$ cat src/rtl/hbap_pkg.sv
// Purpose: shared constants and types of the host bus autodetect port
// Assumes: sys_clk at 250 MHz
// Notes:   host pins arrive asynchronous and are synchronised in the core
package hbap_pkg;
   // *****************************
   // timing, fifo and bus constants
   // *****************************
   localparam int          CLK_MHZ        = 250;
   localparam int          STARTUP_US     = 1000;
   localparam int          STARTUP_CYC    = STARTUP_US * CLK_MHZ - 1;
   localparam int          CNT_W          = 18;
   localparam logic [7:0]  FIFO_DEPTH     = 8'h40;
   localparam logic [2:0]  FIFO_ADDR      = 3'h2;
   localparam logic [2:0]  LEVEL_ADDR     = 3'h3;
   localparam logic [7:0]  DATA_RESET     = 8'h00;

   // *****************************
   // types
   // *****************************
   typedef enum logic [1:0] {
      HB_SEP_RDWR = 2'b00,
      HB_SEP_DS   = 2'b01,
      HB_MUX_RDWR = 2'b11,
      HB_MUX_DS   = 2'b10
   } hbap_style_t;

   typedef enum logic [1:0] {
      ST_HELD  = 2'b00,
      ST_START = 2'b01,
      ST_DET   = 2'b11,
      ST_RUN   = 2'b10
   } hbap_state_t;

   typedef struct packed {
      logic [7:0] data;
      logic [2:0] addr;
      logic       write_strobe_n;
      logic       read_strobe_n;
      logic       chip_select_n;
      logic       ale;
   } hbap_pins_t;

   typedef struct packed {
      logic [7:0] data_o;
      logic [7:0] data_oe_n;
      logic       miso_o;
      logic       miso_oe_n;
   } hbap_drive_t;
endpackage : hbap_pkg

$ cat src/rtl/hbap_sync.sv
// Purpose: two-flop synchroniser for host pins
// Assumes: inputs asynchronous to sys_clk
// Notes:   first stage feeds only the second
`timescale 1ns/1ps
module hbap_sync #(
   parameter int W = 1
) (
   input  wire logic         sys_clk,
   input  wire logic [W-1:0] din,
   output logic      [W-1:0] dout
);
   logic [W-1:0] meta_q;

   always_ff @(posedge sys_clk)
   begin
      meta_q <= din;
      dout   <= meta_q;
   end
endmodule : hbap_sync

$ cat src/rtl/hbap_core.sv
// Purpose: host front end, parallel bus autodetect and SPI slave to the FIFO
// Assumes: one clock; hard_reset_pin asynchronous, synchronised here
// Notes:   FIFO reached at a fixed address, fill level beside it
`timescale 1ns/1ps
module hbap_core
   import hbap_pkg::*;
#(
   parameter int STARTUP_CYCLES = STARTUP_CYC
) (
   input  wire logic                  sys_clk,
   input  wire logic                  reset,
   input  wire logic                  hard_reset_pin,
   input  wire hbap_pkg::hbap_pins_t  pins_i,
   input  wire logic                  irq_req,
   output hbap_pkg::hbap_drive_t      drive_o,
   output logic                       irq,
   output logic                       ready,
   output hbap_pkg::hbap_style_t      style,
   output logic                       spi_mode
);
   import hbap_pkg::*;

   // *****************************
   // input synchronisers
   // *****************************
   hbap_pins_t pins_s;
   logic       rst_s;

   hbap_sync #(.W($bits(hbap_pins_t) + 1)) u_sync (
      .sys_clk (sys_clk),
      .din     ({pins_i, hard_reset_pin}),
      .dout    ({pins_s, rst_s})
   );

   wire hold = reset | rst_s;

   // *****************************
   // start-up sequencer
   // *****************************
   hbap_state_t      state_q;
   logic [CNT_W-1:0] cnt_q;
   hbap_style_t      style_q;
   logic             mux_q;
   logic             spi_q;
   logic             prev_cs_n_q;
   logic             prev_rd_q;
   logic             prev_wr_q;
   logic             prev_ale_q;
   logic             prev_sck_q;

   wire done_cnt = (cnt_q == CNT_W'(STARTUP_CYCLES));
   wire cs_fall  = prev_cs_n_q & ~pins_s.chip_select_n;
   wire ale_fall = prev_ale_q & ~pins_s.ale;

   always_ff @(posedge sys_clk)
   begin
      if (hold)
      begin
         state_q <= ST_HELD;
         cnt_q   <= '0;
         style_q <= HB_SEP_RDWR;
         mux_q   <= 1'b0;
         spi_q   <= 1'b0;
      end
      else
      begin
         case (state_q)
            ST_HELD:  state_q <= ST_START;
            ST_START:
            begin
               cnt_q <= cnt_q + CNT_W'(1);
               if (done_cnt)
                  state_q <= ST_DET;
            end
            ST_DET:
            begin
               if (ale_fall & pins_s.chip_select_n)
                  mux_q <= 1'b1;
               if (!pins_s.ale && pins_s.chip_select_n && !mux_q)
               begin
                  spi_q   <= 1'b1;
                  mux_q   <= 1'b0;
                  state_q <= ST_RUN;
               end
               else if (cs_fall)
               begin
                  // both strobes low means rnw plus ds style
                  style_q <= hbap_style_t'({mux_q | ~pins_s.ale,
                             ~pins_s.write_strobe_n & ~pins_s.read_strobe_n ^ (mux_q | ~pins_s.ale)});
                  mux_q   <= mux_q | ~pins_s.ale;
                  state_q <= ST_RUN;
               end
            end
            default:  state_q <= ST_RUN;
         endcase
      end
   end

   wire run    = (state_q == ST_RUN);
   wire ds_sty = (style_q == HB_SEP_DS) | (style_q == HB_MUX_DS);
   // start-up over, detection may still be pending
   wire started = run | (state_q == ST_DET);

   // fifo address decode
   function automatic logic is_fifo(input logic [2:0] a);
      return a == FIFO_ADDR;
   endfunction : is_fifo

   // *****************************
   // parallel decode
   // *****************************
   logic [2:0] addr_q;
   wire  sel      = run & ~spi_q & ~pins_s.chip_select_n;
   wire  rd_act   = ds_sty ? (~pins_s.read_strobe_n & pins_s.write_strobe_n)
                           : ~pins_s.read_strobe_n;
   wire  wr_act   = ds_sty ? (~pins_s.read_strobe_n & ~pins_s.write_strobe_n)
                           : ~pins_s.write_strobe_n;
   wire  strobe   = rd_act | wr_act;
   logic prev_strobe_q;
   wire  wr_end   = sel & prev_strobe_q & ~strobe & prev_wr_q;
   wire  rd_end   = sel & prev_strobe_q & ~strobe & prev_rd_q;
   wire [2:0] acc_addr = mux_q ? addr_q : pins_s.addr;

   // *****************************
   // fifo, 64 bytes, shared by both ports
   // *****************************
   logic [7:0] mem [0:63];
   logic [5:0] wp_q;
   logic [5:0] rp_q;
   logic [6:0] lvl_q;
   logic [7:0] rd_data_q;

   // *****************************
   // spi slave
   // *****************************
   logic [2:0] bit_q;
   logic [7:0] sh_q;
   logic [7:0] tx_q;
   wire  spi_sel  = run & spi_q & ~pins_s.ale;
   wire  sck_rise = spi_sel & ~prev_sck_q & pins_s.addr[2];
   wire  sck_fall = spi_sel & prev_sck_q & ~pins_s.addr[2];
   wire  spi_byte = sck_rise & (bit_q == 3'h7);

   wire  push     = ((wr_end & is_fifo(acc_addr)) | spi_byte) & (lvl_q != 7'(FIFO_DEPTH));
   wire  pop      = ((rd_end & is_fifo(acc_addr)) | spi_byte) & (lvl_q != 7'h00);
   wire  [7:0] push_data = spi_byte ? {sh_q[6:0], pins_s.addr[0]} : pins_s.data;

   always_ff @(posedge sys_clk)
   begin
      prev_cs_n_q   <= pins_s.chip_select_n;
      prev_ale_q    <= pins_s.ale;
      prev_sck_q    <= pins_s.addr[2];
      prev_strobe_q <= strobe;
      prev_rd_q     <= rd_act;
      prev_wr_q     <= wr_act;
      if (run & mux_q & ale_fall)
         addr_q <= pins_s.data[2:0];
      if (push)
         mem[wp_q] <= push_data;
   end

   always_ff @(posedge sys_clk)
   begin
      if (hold)
      begin
         wp_q      <= '0;
         rp_q      <= '0;
         lvl_q     <= '0;
         rd_data_q <= DATA_RESET;
         bit_q     <= '0;
         sh_q      <= '0;
         tx_q      <= '0;
      end
      else
      begin
         if (push) wp_q <= wp_q + 6'h01;
         if (pop)  rp_q <= rp_q + 6'h01;
         lvl_q <= lvl_q + 7'(push) - 7'(pop);
         if (sel & rd_act)
            rd_data_q <= is_fifo(acc_addr)        ? mem[rp_q] :
                         (acc_addr == LEVEL_ADDR) ? {1'b0, lvl_q} : DATA_RESET;
         if (!spi_sel)
            bit_q <= '0;
         else if (sck_rise)
         begin
            bit_q <= bit_q + 3'h1;
            sh_q  <= {sh_q[6:0], pins_s.addr[0]};
            if (bit_q == 3'h7)
               tx_q <= (lvl_q != 7'h00) ? mem[rp_q] : DATA_RESET;
         end
         else if (sck_fall && bit_q != 3'h0)
            tx_q <= {tx_q[6:0], 1'b0};
      end
   end

   // *****************************
   // outputs
   // *****************************
   assign drive_o.data_o    = spi_sel ? {7'h00, tx_q[7]} : rd_data_q;
   assign drive_o.data_oe_n = (sel & rd_act & ~hold) ? 8'h00 : 8'hff;
   assign drive_o.miso_o    = tx_q[7];
   assign drive_o.miso_oe_n = ~(spi_sel & ~hold);
   assign irq      = started & irq_req;
   assign ready    = started;
   assign style    = style_q;
   assign spi_mode = spi_q;
endmodule : hbap_core

$ cat config.mk
export PLATFORM = sky130hd
export DESIGN_NAME = hbap_core
export DESIGN_NICKNAME = d
export VERILOG_FILES = /design/src/rtl/hbap_pkg.sv /design/src/rtl/hbap_sync.sv /design/src/rtl/hbap_core.sv
export SDC_FILE = /design/constraint.sdc
export NUM_CORES = 1
export LEC_CHECK = 0
export BUFFER_PORTS_ARGS = -buffer_cell sky130_fd_sc_hd__buf_2
export CAP_MARGIN = 40
export CORE_UTILIZATION = 45
export DETAILED_ROUTE_END_ITERATION = 6
export SYNTH_ARGS = -nofsm -noshare
export SYNTH_HDL_FRONTEND = slang
export SYNTH_SLANG_ARGS = --single-unit
$ cat constraint.sdc
create_clock -name sys_clk -period 4.9 [get_ports sys_clk]
set_input_delay 0.245 -clock sys_clk [delete_from_list [all_inputs] [get_ports sys_clk]]
set_output_delay 0.245 -clock sys_clk [all_outputs]
set_load 0.05 [all_outputs]
; ---- Word level (Yosys, flattened, before mapping)
; Memories as Yosys holds them, arrays and structs flattened. A register that Yosys moved wholly into a read port is not among the register bits.
; Cells that the tools add are included.
[op_classes]
add_sub_neg = 6
n_eq_ne = 13
muxes = 23
bitwise = 48
reduce_logical = 17
[op_table]
columns = op, count
row1 = 2-to-1 mux 8 bit, 8
row2 = AND 1 bit, 28
row3 = adder 18 x 1 -> 18 bit (second input constant), 1
row4 = == test 18 bit (second input constant), 1
row5 = adder 6 x 1 -> 6 bit (second input constant), 2
row6 = 2-to-1 mux 6 bit, 2
row7 = inverter 1 bit, 12
row8 = AND reduction 2 bit, 4
row9 = adder 7 x 1 -> 7 bit, 1
row10 = 2-to-1 mux 1 bit, 7
row11 = 2-to-1 mux 7 bit, 1
row12 = != test 7 bit (second input constant), 1
row13 = bitwise OR 1 bit, 7
row14 = nonzero test 7 bit, 1
row15 = subtractor 7 x 1 -> 7 bit, 1
row16 = == test 2 bit (second input constant), 3
row17 = == test 3 x 2 -> 1 bit (second input constant), 2
row18 = 2-to-1 mux 2 bit, 3
row19 = case mux 2 bit (3 select lines), 1
row20 = AND reduction 3 bit, 2
row21 = nonzero test 3 bit, 2
row22 = == test 2 x 1 -> 1 bit (second input constant), 2
row23 = adder 3 x 1 -> 3 bit (second input constant), 1
row24 = == test 3 bit (second input constant), 1
row25 = 10 further kinds, 13
[totals]
ff_bits = 110
ram_bits = 512
inputBits = 19
out_inout_bits = 23
memories = 1
[memory_table]
columns = memory, depth, width, read_ports, rd_clocked_by_memory_dff, write_ports, line_no
row1 = mem, 64, 8, 1, 1, 1, hbap_core.sv:127  ; logic [7:0] mem [0:63];

; ---- Logic depth before layout (Yosys ltp)
; Gate-level depths: netlist (run 1).
[logic_depth]
word_depth = 12
depth_mapped = 16
depth_no_buf = 16

; ---- By module
; From an unflattened synthesis (run 1), not the netlist that was laid out.
[unflattened]
hier_cells = 1382
hier_area_um2 = 24464.7
[modules_own_cells]
columns = module, instances, cells_per_inst, area_per_inst_um2, seq_area_each_um2
row1 = hbap_core, 1, 1350, 23824.1, 17086.4
row2 = hbap_sync, 1, 32, 640.6, 640.6

; ---- Worst setup path after synthesis (run 1)
; OpenSTA, ideal clock, no wires.
[synth_timing]
path_type = register to register
start = reg style_q[1] (netlist: style[1])
end = reg lvl_q[6]
arrival_time_ns = 3.376
slack_ns = 1.391
stages_incl_launch_ff = 15
synth_period_minus_slack_ns = 3.509
cell_sequence = dfxtp_1 -> xor2_1 -> o2111ai_2 -> o31ai_1 -> nand2_1 -> xor2_1 -> ha_1 -> inv_1 -> fa_1 -> nand2b_1 -> a21oi_1 -> o21ai_0 -> a21oi_1 -> or3_1 -> a21oi_1
[synth_between]
elab_chain_len = 12
[synth_rtl]
columns = item, line_no
row1 = "start, declared", hbap_core.sv:42  ; hbap_style_t style_q;
row2 = "start signal, assigned", hbap_core.sv:88  ; style_q <= hbap_style_t'({mux_q | ~pins_s.ale,
row3 = == test 2 x 1 -> 1 bit or == test 2 bit (tied branches), hbap_core.sv:100  ; wire ds_sty = (style_q == HB_SEP_DS) | (style_q == HB_MUX_DS);
row4 = bitwise OR 1 bit *, hbap_core.sv:100
row5 = "2-to-1 mux 1 bit, on equally long branches", "hbap_core.sv:114, hbap_core.sv:116"
row6 = bitwise OR 1 bit *, hbap_core.sv:118  ; wire strobe = rd_act | wr_act;
row7 = inverter 1 bit *, "hbap_core.sv:120, hbap_core.sv:121"
row8 = AND 1 bit *, "hbap_core.sv:120, hbap_core.sv:121"
row9 = AND 1 bit, hbap_core.sv:120  ; wire wr_end = sel & prev_strobe_q & ~strobe & prev_wr_q;
row10 = AND 1 bit, hbap_core.sv:144  ; wire push = ((wr_end & is_fifo(acc_addr)) | spi_byte) & (lvl_q != 7'(FIFO_DEPTH));
row11 = bitwise OR 1 bit, hbap_core.sv:144
row12 = AND 1 bit, hbap_core.sv:144
row13 = adder 7 x 1 -> 7 bit, hbap_core.sv:178  ; lvl_q <= lvl_q + 7'(push) - 7'(pop);
row14 = subtractor 7 x 1 -> 7 bit *, hbap_core.sv:178
row15 = "end signal, assigned", hbap_core.sv:178
row16 = "end, declared", hbap_core.sv:130  ; logic [6:0] lvl_q;
; Every way passes the cells marked *; elsewhere a longest branch is shown, timed or not.
; A chain may end at the register's enable or synchronous reset.

; ---- Worst setup path in the final report (run 1)
[layout_timing]
start = reg state_q[1]
end = mem mem[42][1], enable pin
[layout_between]
elab_chain_len = 11
[layout_rtl]
columns = item, line_no
row1 = "start, declared", hbap_core.sv:40  ; hbap_state_t state_q;
row2 = "start signal, assigned", hbap_core.sv:59  ; state_q <= ST_HELD;
row3 = "start signal, assigned", hbap_core.sv:68  ; ST_HELD: state_q <= ST_START;
row4 = "start signal, assigned", hbap_core.sv:73  ; state_q <= ST_DET;
row5 = == test 2 bit *, hbap_core.sv:99  ; wire run = (state_q == ST_RUN);
row6 = AND 1 bit (2 in a row), hbap_core.sv:113  ; wire sel = run & ~spi_q & ~pins_s.chip_select_n;
row7 = AND 1 bit (3 in a row), hbap_core.sv:120
row8 = AND 1 bit, hbap_core.sv:144
row9 = bitwise OR 1 bit *, hbap_core.sv:144
row10 = AND 1 bit *, hbap_core.sv:144
row11 = 2-to-1 mux 1 bit *, hbap_core.sv:158  ; if (push)
row12 = 2-to-1 mux 1 bit (implied by the code) *, hbap_core.sv:159  ; mem[wp_q] <= push_data;
row13 = "end, declared", hbap_core.sv:127
; Marked as above.

==> impl_results.md, run 1 <==
* Leak at 8.615 nW
* Tmin final at 3.905 ns
* Area growth syn-to-layout at 13.45%
* F_max at 256.1 MHz
* WL/cell at 24.95 um
* Power Density at 383.7 nW/um^2
* Vias/cell at 5.751
* Post-synth EDFFs at 515
* Most frequent cells in the layout: edfxtp_1 (515), mux4_2 (129), dfxtp_1 (110), nor2_1 (106), clkbuf_16 (69)
* Share of post-route cells with drive strength above 1 at 0.2302
* Initial Util at 0.4558
* Yosys reg bits at around 630
* Worst Skew at 0.02514 ns
* Setup TNS at 0 ns
* Initial antenna violation count at 1
* Top Ports at 42
* Setup crit start kind: flop
* Post-synth ARST share at 0
* N_diodes at 0
* Final Power at 10.70 mW
* Core area at 53920 um^2
* Critical Path Sink Type: flop
* Post-Route WL at roughly 55000 um
* WP data required at 5.12 ns
* Die X at between 200 and 250 um
* Gpl congestion at 0.8902
* Synthesized net count at 1414
* Overflow after GRT at 0
* Clock root buffer: clkbuf_16
* Synth Flop Type: edfxtp_1
* Vias in the first global route at 12831
* Clk_lat worst skew at 0.59 ns
* PortBufs at 41
* First-pass GRT wire length at between 80000 and 90000 um
* Sink Count at 628
* DRT iter0 DRCs at 1101
* Unrepaired setup endpoints after global routing: false
* Peak supply drop at 0.2520 mV
* HPWL after DPL at 34810 um
* Remaining antenna violation count at 0
* Post-Synthesis Cells at 1380
* Netlist Area Pre-Place at 24570 um^2
* Crit path kind: flop to flop
* Pin count of the biggest net entering global routing at 48
* Cts bufs inserted at 66
* Final Setup Violations at 0
* # DRC at 0
* Cells after DPL at between 2000 and 2500
* Synth cell types at 67
* Final worst path period share at 0.7969
* Final nets at 1499
* Warnings, synthesis at 0
* Post-CTS Setup Repair Bufs at 0
* Die Y at 235.7 um
* Mean Syn Cell Area at 17.81 um^2
* CTS tree: built
* Worst rel slew slack at 0.3006
* Worst-path clk slew at 0.06 ns
* Critical path peak fanout at 13
* Max Root-Sink Buffers at 3
* CP arrival at 4.12 ns
* Slew @ Worst Pin at 1.023 ns
* Via count at 12722
* Status: finished, final reports clean
* # fillers at 4254
* DRT Pass-1 Iters at 5
* Max cap viols at 0
* Htree depth at 3
* Hold Path Class: input port to flop
* Die area at 55550 um^2
* Seq/Total Area, Yosys at 0.7213
* Tot GR Track Use at 0.2042
* Final Max Tran Viols at 0
* Fin cells at 2212
* Rows at between 80 and 90
* Hold Vio Cnt, Final at 0
* Most common cell after layout, fill and taps aside: edfxtp_1
## power breakdown
group          total [mW]  leakage, nW  internal, mW  switching, mW
Clock                4.77         1.01          2.75           2.02
Sequential           5.79         5.55          5.78        0.00907
Combinational       0.136         2.05        0.0328          0.103
Total                10.7         8.61          8.57           2.13
## through the flow
step	hold WS, ns	area [um^2]	setup WS [ns]	utilization
3_5_place_dp	0.3121	25630	0.9594	0.4753
5_1_grt	0.1232	27880	0.6169	0.5170
6_report	0.1085	27880	0.9954	0.5170
4_1_cts	0.07783	27850	0.9506	0.5166
3_3_place_gp	0.3107	25520	1.095	0.4734
2_1_floorplan	0.2727	24570	1.391	-
## synthesized netlist by cell type (9+ instances only)
library cell | n | area (um^2)
xor2_1 | 21 | 183.9
ha_1 | 14 | 175.2
inv_1 | 20 | 75.07
mux2i_1 | 51 | 510.5
nor2_1 | 106 | 397.9
edfxtp_1 | 515 | 15460
o21ai_0 | 23 | 115.1
or3_1 | 10 | 62.56
buf_2 | 13 | 65.06
dfxtp_1 | 113 | 2262
buf_4 | 18 | 135.1
and2_1 | 9 | 56.30
buf_1 | 10 | 37.54
xnor2_1 | 9 | 78.83
o22ai_1 | 16 | 100.1
o2bb2ai_1 | 9 | 78.83
mux2_2 | 17 | 191.4
mux4_2 | 129 | 2905
a22oi_1 | 9 | 67.56
nand4_1 | 11 | 68.82
nand2_1 | 46 | 172.7
nor2b_1 | 15 | 93.84
a21oi_1 | 43 | 215.2
clkbuf_1 | 33 | 123.9
nand3_1 | 19 | 95.09
## registers in the layout, indices dropped and copies added, names as in the netlist, 2 cells and up, named ones only
signal / count
mem: 512
cnt_q: 18
u_sync.dout: 16
u_sync.meta_q: 16
rd_data_q: 8
tx_q: 8
lvl_q: 7
sh_q: 7
rp_q: 6
wp_q: 6
addr_q: 3
bit_q: 3
state_q: 2
style: 2
## worst max-delay path, stage by stage, from the launching register on
cell and delay [ns]:
dfxtp_1 0.51, and4bb_2 0.45, nand3_1 0.51, o31ai_4 0.31, nand2_4 0.14, or4b_1 0.88, nor2_1 0.70
## cell families after synthesis
logic type / Yosys count / synth area share
muxes: 198 / 0.1473
and+or+nand+nor: 275 / 0.05646
adders and majority gates: 15 / 0.007943
AOI/OAI and AO/OA: 132 / 0.03477
buffers and inverters: 102 / 0.02143
DFF: 628 / 0.7213
xor gates and xnor gates: 30 / 0.01069
## layer usage
metal | vias to the layer above | GRT usage | part of all wire
met5 | - | 0 | 0.00024
met4 | 2 | 0.06972 | 0.031
met3 | 108 | 0.03834 | 0.059
met2 | 409 | 0.3176 | 0.47
met1 | 6572 | 0.2905 | 0.44
li1 | 5631 | - | -
## final timing paths
kind | cells after the start | endpoint | slack (ns) | startpoint
max | 6 | mem[42][1] | 1.0 | state_q[1]
min | 5 | lvl_q[2] | 0.11 | reset
max reg2reg | 6 | mem[42][1] | 1.0 | state_q[1]
min reg2reg | 0 | u_sync.dout[4] | 0.33 | u_sync.meta_q[4]
## cell type report
type | instances | area (um^2) | share of cell area
sequential | 628 | 17740 | 0.6363
multi-input combinational | 650 | 6321 | 0.2267
tap | 696 | 870.8 | 0.03124
clock inverter | 36 | 275.3 | 0.009873
clock buffer | 83 | 1788 | 0.06413
timing repair buffer | 99 | 810.8 | 0.02908
inverter | 20 | 75.07 | 0.002693
## timing repair
action,in CTS,in global routing
endpoints found under the hold margin,16,0
gates resized for setup,0,0
hold buffers,16,0
Note: power is estimated with default switching activity, not from simulation.
==> run 2, diff against run 1 <==
- clock period: 4.9 -> 3.25 ns (I/O delays scaled with it)
==> run 2 against run 1 <==
Clock power rose by 55%. Via count up 1.9%. Final cell count is 4.1% higher. Worst hold slack better by 0.11 ns. Setup slack lost 0.78 ns. Non-clock buffer count grew 94. Combinational power increased by 45%. Largest power group unchanged. Critical path depth increased by 2.
==> impl_results.md, run 2 (synthesis results as in run 1) <==
* N_diodes at 0 (unchanged)
* Critical Path Sink Type: flop (unchanged)
* Top cell by count, worst path: buf_4
* Comb power frac at 0.012 (was 0.013)
* Gpl congestion at 0.9343 (was 0.8902)
* First-pass GRT wire length at 83690 um (was 83360 um)
* Top Ports at 42 (unchanged)
* CP arrival at 3.25 ns (was 4.12 ns)
* Die X at 235.7 um (unchanged)
* DRT iter0 DRCs at 1015 (was 1101)
* Most frequent cells in the layout: edfxtp_1 (515), mux4_2 (129), buf_4 (127), dfxtp_1 (107), nor2_1 (106) (was edfxtp_1 (515), mux4_2 (129), dfxtp_1 (110), nor2_1 (106), clkbuf_16 (69))
* Status: finished, final reports clean (unchanged)
* Hold_ws at 0.2145 ns (was 0.1085 ns)
* Die area at 55550 um^2 (unchanged)
* Worst Path Buf+Inv at 2 (was 0)
* Cell area after layout at 28660 um^2 (was 27880 um^2)
* Slowest stage delay, CP at 0.50 ns (was 0.88 ns)
* Most common cell after layout, fill and taps aside: edfxtp_1 (unchanged)
* Top cell family by delay on the critical path: simple AND/OR/NAND/NOR gates (unchanged)
* Pin count of the biggest net entering global routing at 65 (was 48)
* PortBufs at 41 (unchanged)
* Setup TNS at 0 ns (unchanged)
* Hold Path Class: input port to flop (unchanged)
* Tot GR Track Use at 0.2033 (was 0.2042)
* Cts bufs inserted at 66 (unchanged)
* Remaining antenna violation count at 0 (unchanged)
* Final Max Tran Viols at 0 (unchanged)
* P_int at 13.15 mW (was 8.566 mW)
* HPWL after DPL at 34770 um (was 34810 um)
* Final Power at 16.32 mW (was 10.70 mW)
* Die Y at 235.7 um (unchanged)
* Post-Route WL at 55220 um (was 55200 um)
* Area growth syn-to-layout at 16.60% (was 13.45%)
* Share of post-route cells with drive strength above 1 at 0.2819 (was 0.2302)
* Via count at 12959 (was 12722)
* Sink Count at 628 (unchanged)
* Htree depth at 3 (unchanged)
* Crit path kind: flop to flop (unchanged)
* Clock root buffer: clkbuf_16 (unchanged)
* Switching part of the total at 0.1941 (was 0.1992)
* Biggest register: mem (unchanged)
* Max Root-Sink Buffers at 3 (unchanged)
* Vias/cell at 5.627 (was 5.751)
* Sw Pwr at 3.168 mW (was 2.131 mW)
* Initial antenna violation count at 0 (was 1)
* Final nets at 1593 (was 1499)
* CP cell instances: nor4b_4, o2111ai_4, o31ai_4, nand2_4, buf_4, or4b_1, buf_4, nor2_2 (was and4bb_2, nand3_1, o31ai_4, nand2_4, or4b_1, nor2_1)
* WL/cell at 23.98 um (was 24.95 um)
* Placed Area at 26310 um^2 (was 25630 um^2)
* Final Setup Violations at 0 (unchanged)
* CTS tree: built (unchanged)
* DRT Pass-1 Iters at 5 (unchanged)
* Worst rel slew slack at 0.3865 (was 0.3006)
* Vias in the first global route at 13172 (was 12831)
* Core area at 53920 um^2 (unchanged)
* Power Density at 569.5 nW/um^2 (was 383.7 nW/um^2)
* # DRC at 0 (unchanged)
* Tmin final at 3.030 ns (was 3.905 ns)
* Crit path max-delay cell type: or4b_1 (unchanged)
* Max cap viols at 0 (unchanged)
* Peak supply drop at 0.3435 mV (was 0.2520 mV)
* Hold Vio Cnt, Final at 0 (unchanged)
* Worst-path clk slew at 0.06 ns (about the same)
* Max FFs per register at 512 (unchanged)
* Final worst path period share at 0.9324 (was 0.7969)
* Initial Util at 0.4558 (unchanged)
* Setup crit start kind: flop (unchanged)
* Clk_lat worst skew at 0.59 ns (about the same)
* Largest regs: mem (512), cnt_q (18) (unchanged)
* Clock network power share at 0.453 (was 0.446)
* Slew @ Worst Pin at 0.8970 ns (was 1.023 ns)
* Critical path peak fanout at 8 (was 13)
* Rows at 85 (unchanged)
* F_max at 330.0 MHz (was 256.1 MHz)
* Share of power burned in registers at 0.535 (was 0.541)
* WP data required at 3.47 ns (was 5.12 ns)
* Worst Skew at 0.02235 ns (was 0.02514 ns)
* Leak at 9.133 nW (was 8.615 nW)
* Overflow after GRT at 0 (unchanged)
* Final core occ at 0.5314 (was 0.5170)
## run 2: routing by layer
layer / routed length [um] / GRT usage / up-vias
met4: 1435 / 0.06734 / 0
met1: 24790 / 0.2919 / 6726
met3: 2847 / 0.03002 / 89
met2: 26150 / 0.3202 / 347
li1: - / - / 5797
met5: 0 / 0 / -
## run 2: final timing paths
kind / depth (start not counted) / to / slack [ns] / from
setup / recovery: 8 / mem[60][4] / 0.22 / u_sync.dout[2]
hold / removal: 2 / u_sync.meta_q[6] / 0.21 / pins_i[5]
setup reg to reg: 8 / mem[60][4] / 0.22 / u_sync.dout[2]
hold reg to reg: 0 / u_sync.dout[3] / 0.32 / u_sync.meta_q[3]
## run 2: stage by stage
stage	setup slack, ns	std cells
3_5_place_dp	0.09177	2169
5_1_grt	-0.01695	2303
6_report	0.2196	2303
3_3_place_gp	0.1045	2167
2_1_floorplan	0.08673	1380
4_1_cts	0.04993	2302
## run 2: timing repair
item | in CTS | in global routing
buffers inserted | 0 | 1
hold buffers | 17 | 0
setup endpoints to repair | 0 | 1
gates resized for setup | 0 | 8
endpoints found under the hold margin | 18 | 0
## run 2: cell type report
cell class | instances | area (um^2)
inverter | 20 | 75.07
clock inverter | 28 | 277.8
fill | 4243 | 25270
clock buffer | 88 | 1847
sequential | 628 | 17740
multi-input combinational | 650 | 6369
tap | 696 | 870.8
timing repair buffer | 193 | 1474
## run 2: worst register-to-register path: stages, from the launching register on
cell	delay, ns
dfxtp_1	0.33
nor4b_4	0.36
o2111ai_4	0.22
o31ai_4	0.38
nand2_4	0.08
buf_4	0.17
or4b_1	0.50
buf_4	0.23
nor2_2	0.40
## run 2: power by group through the flow
stage	logic (mW)	registers (mW)	clock network, mW
floorplan	0.0820	8.90	0
global placement	0.177	8.90	0
detailed placement	0.187	8.90	0
CTS	0.201	8.73	7.54
global route	0.213	8.73	7.86
finish	0.197	8.73	7.39
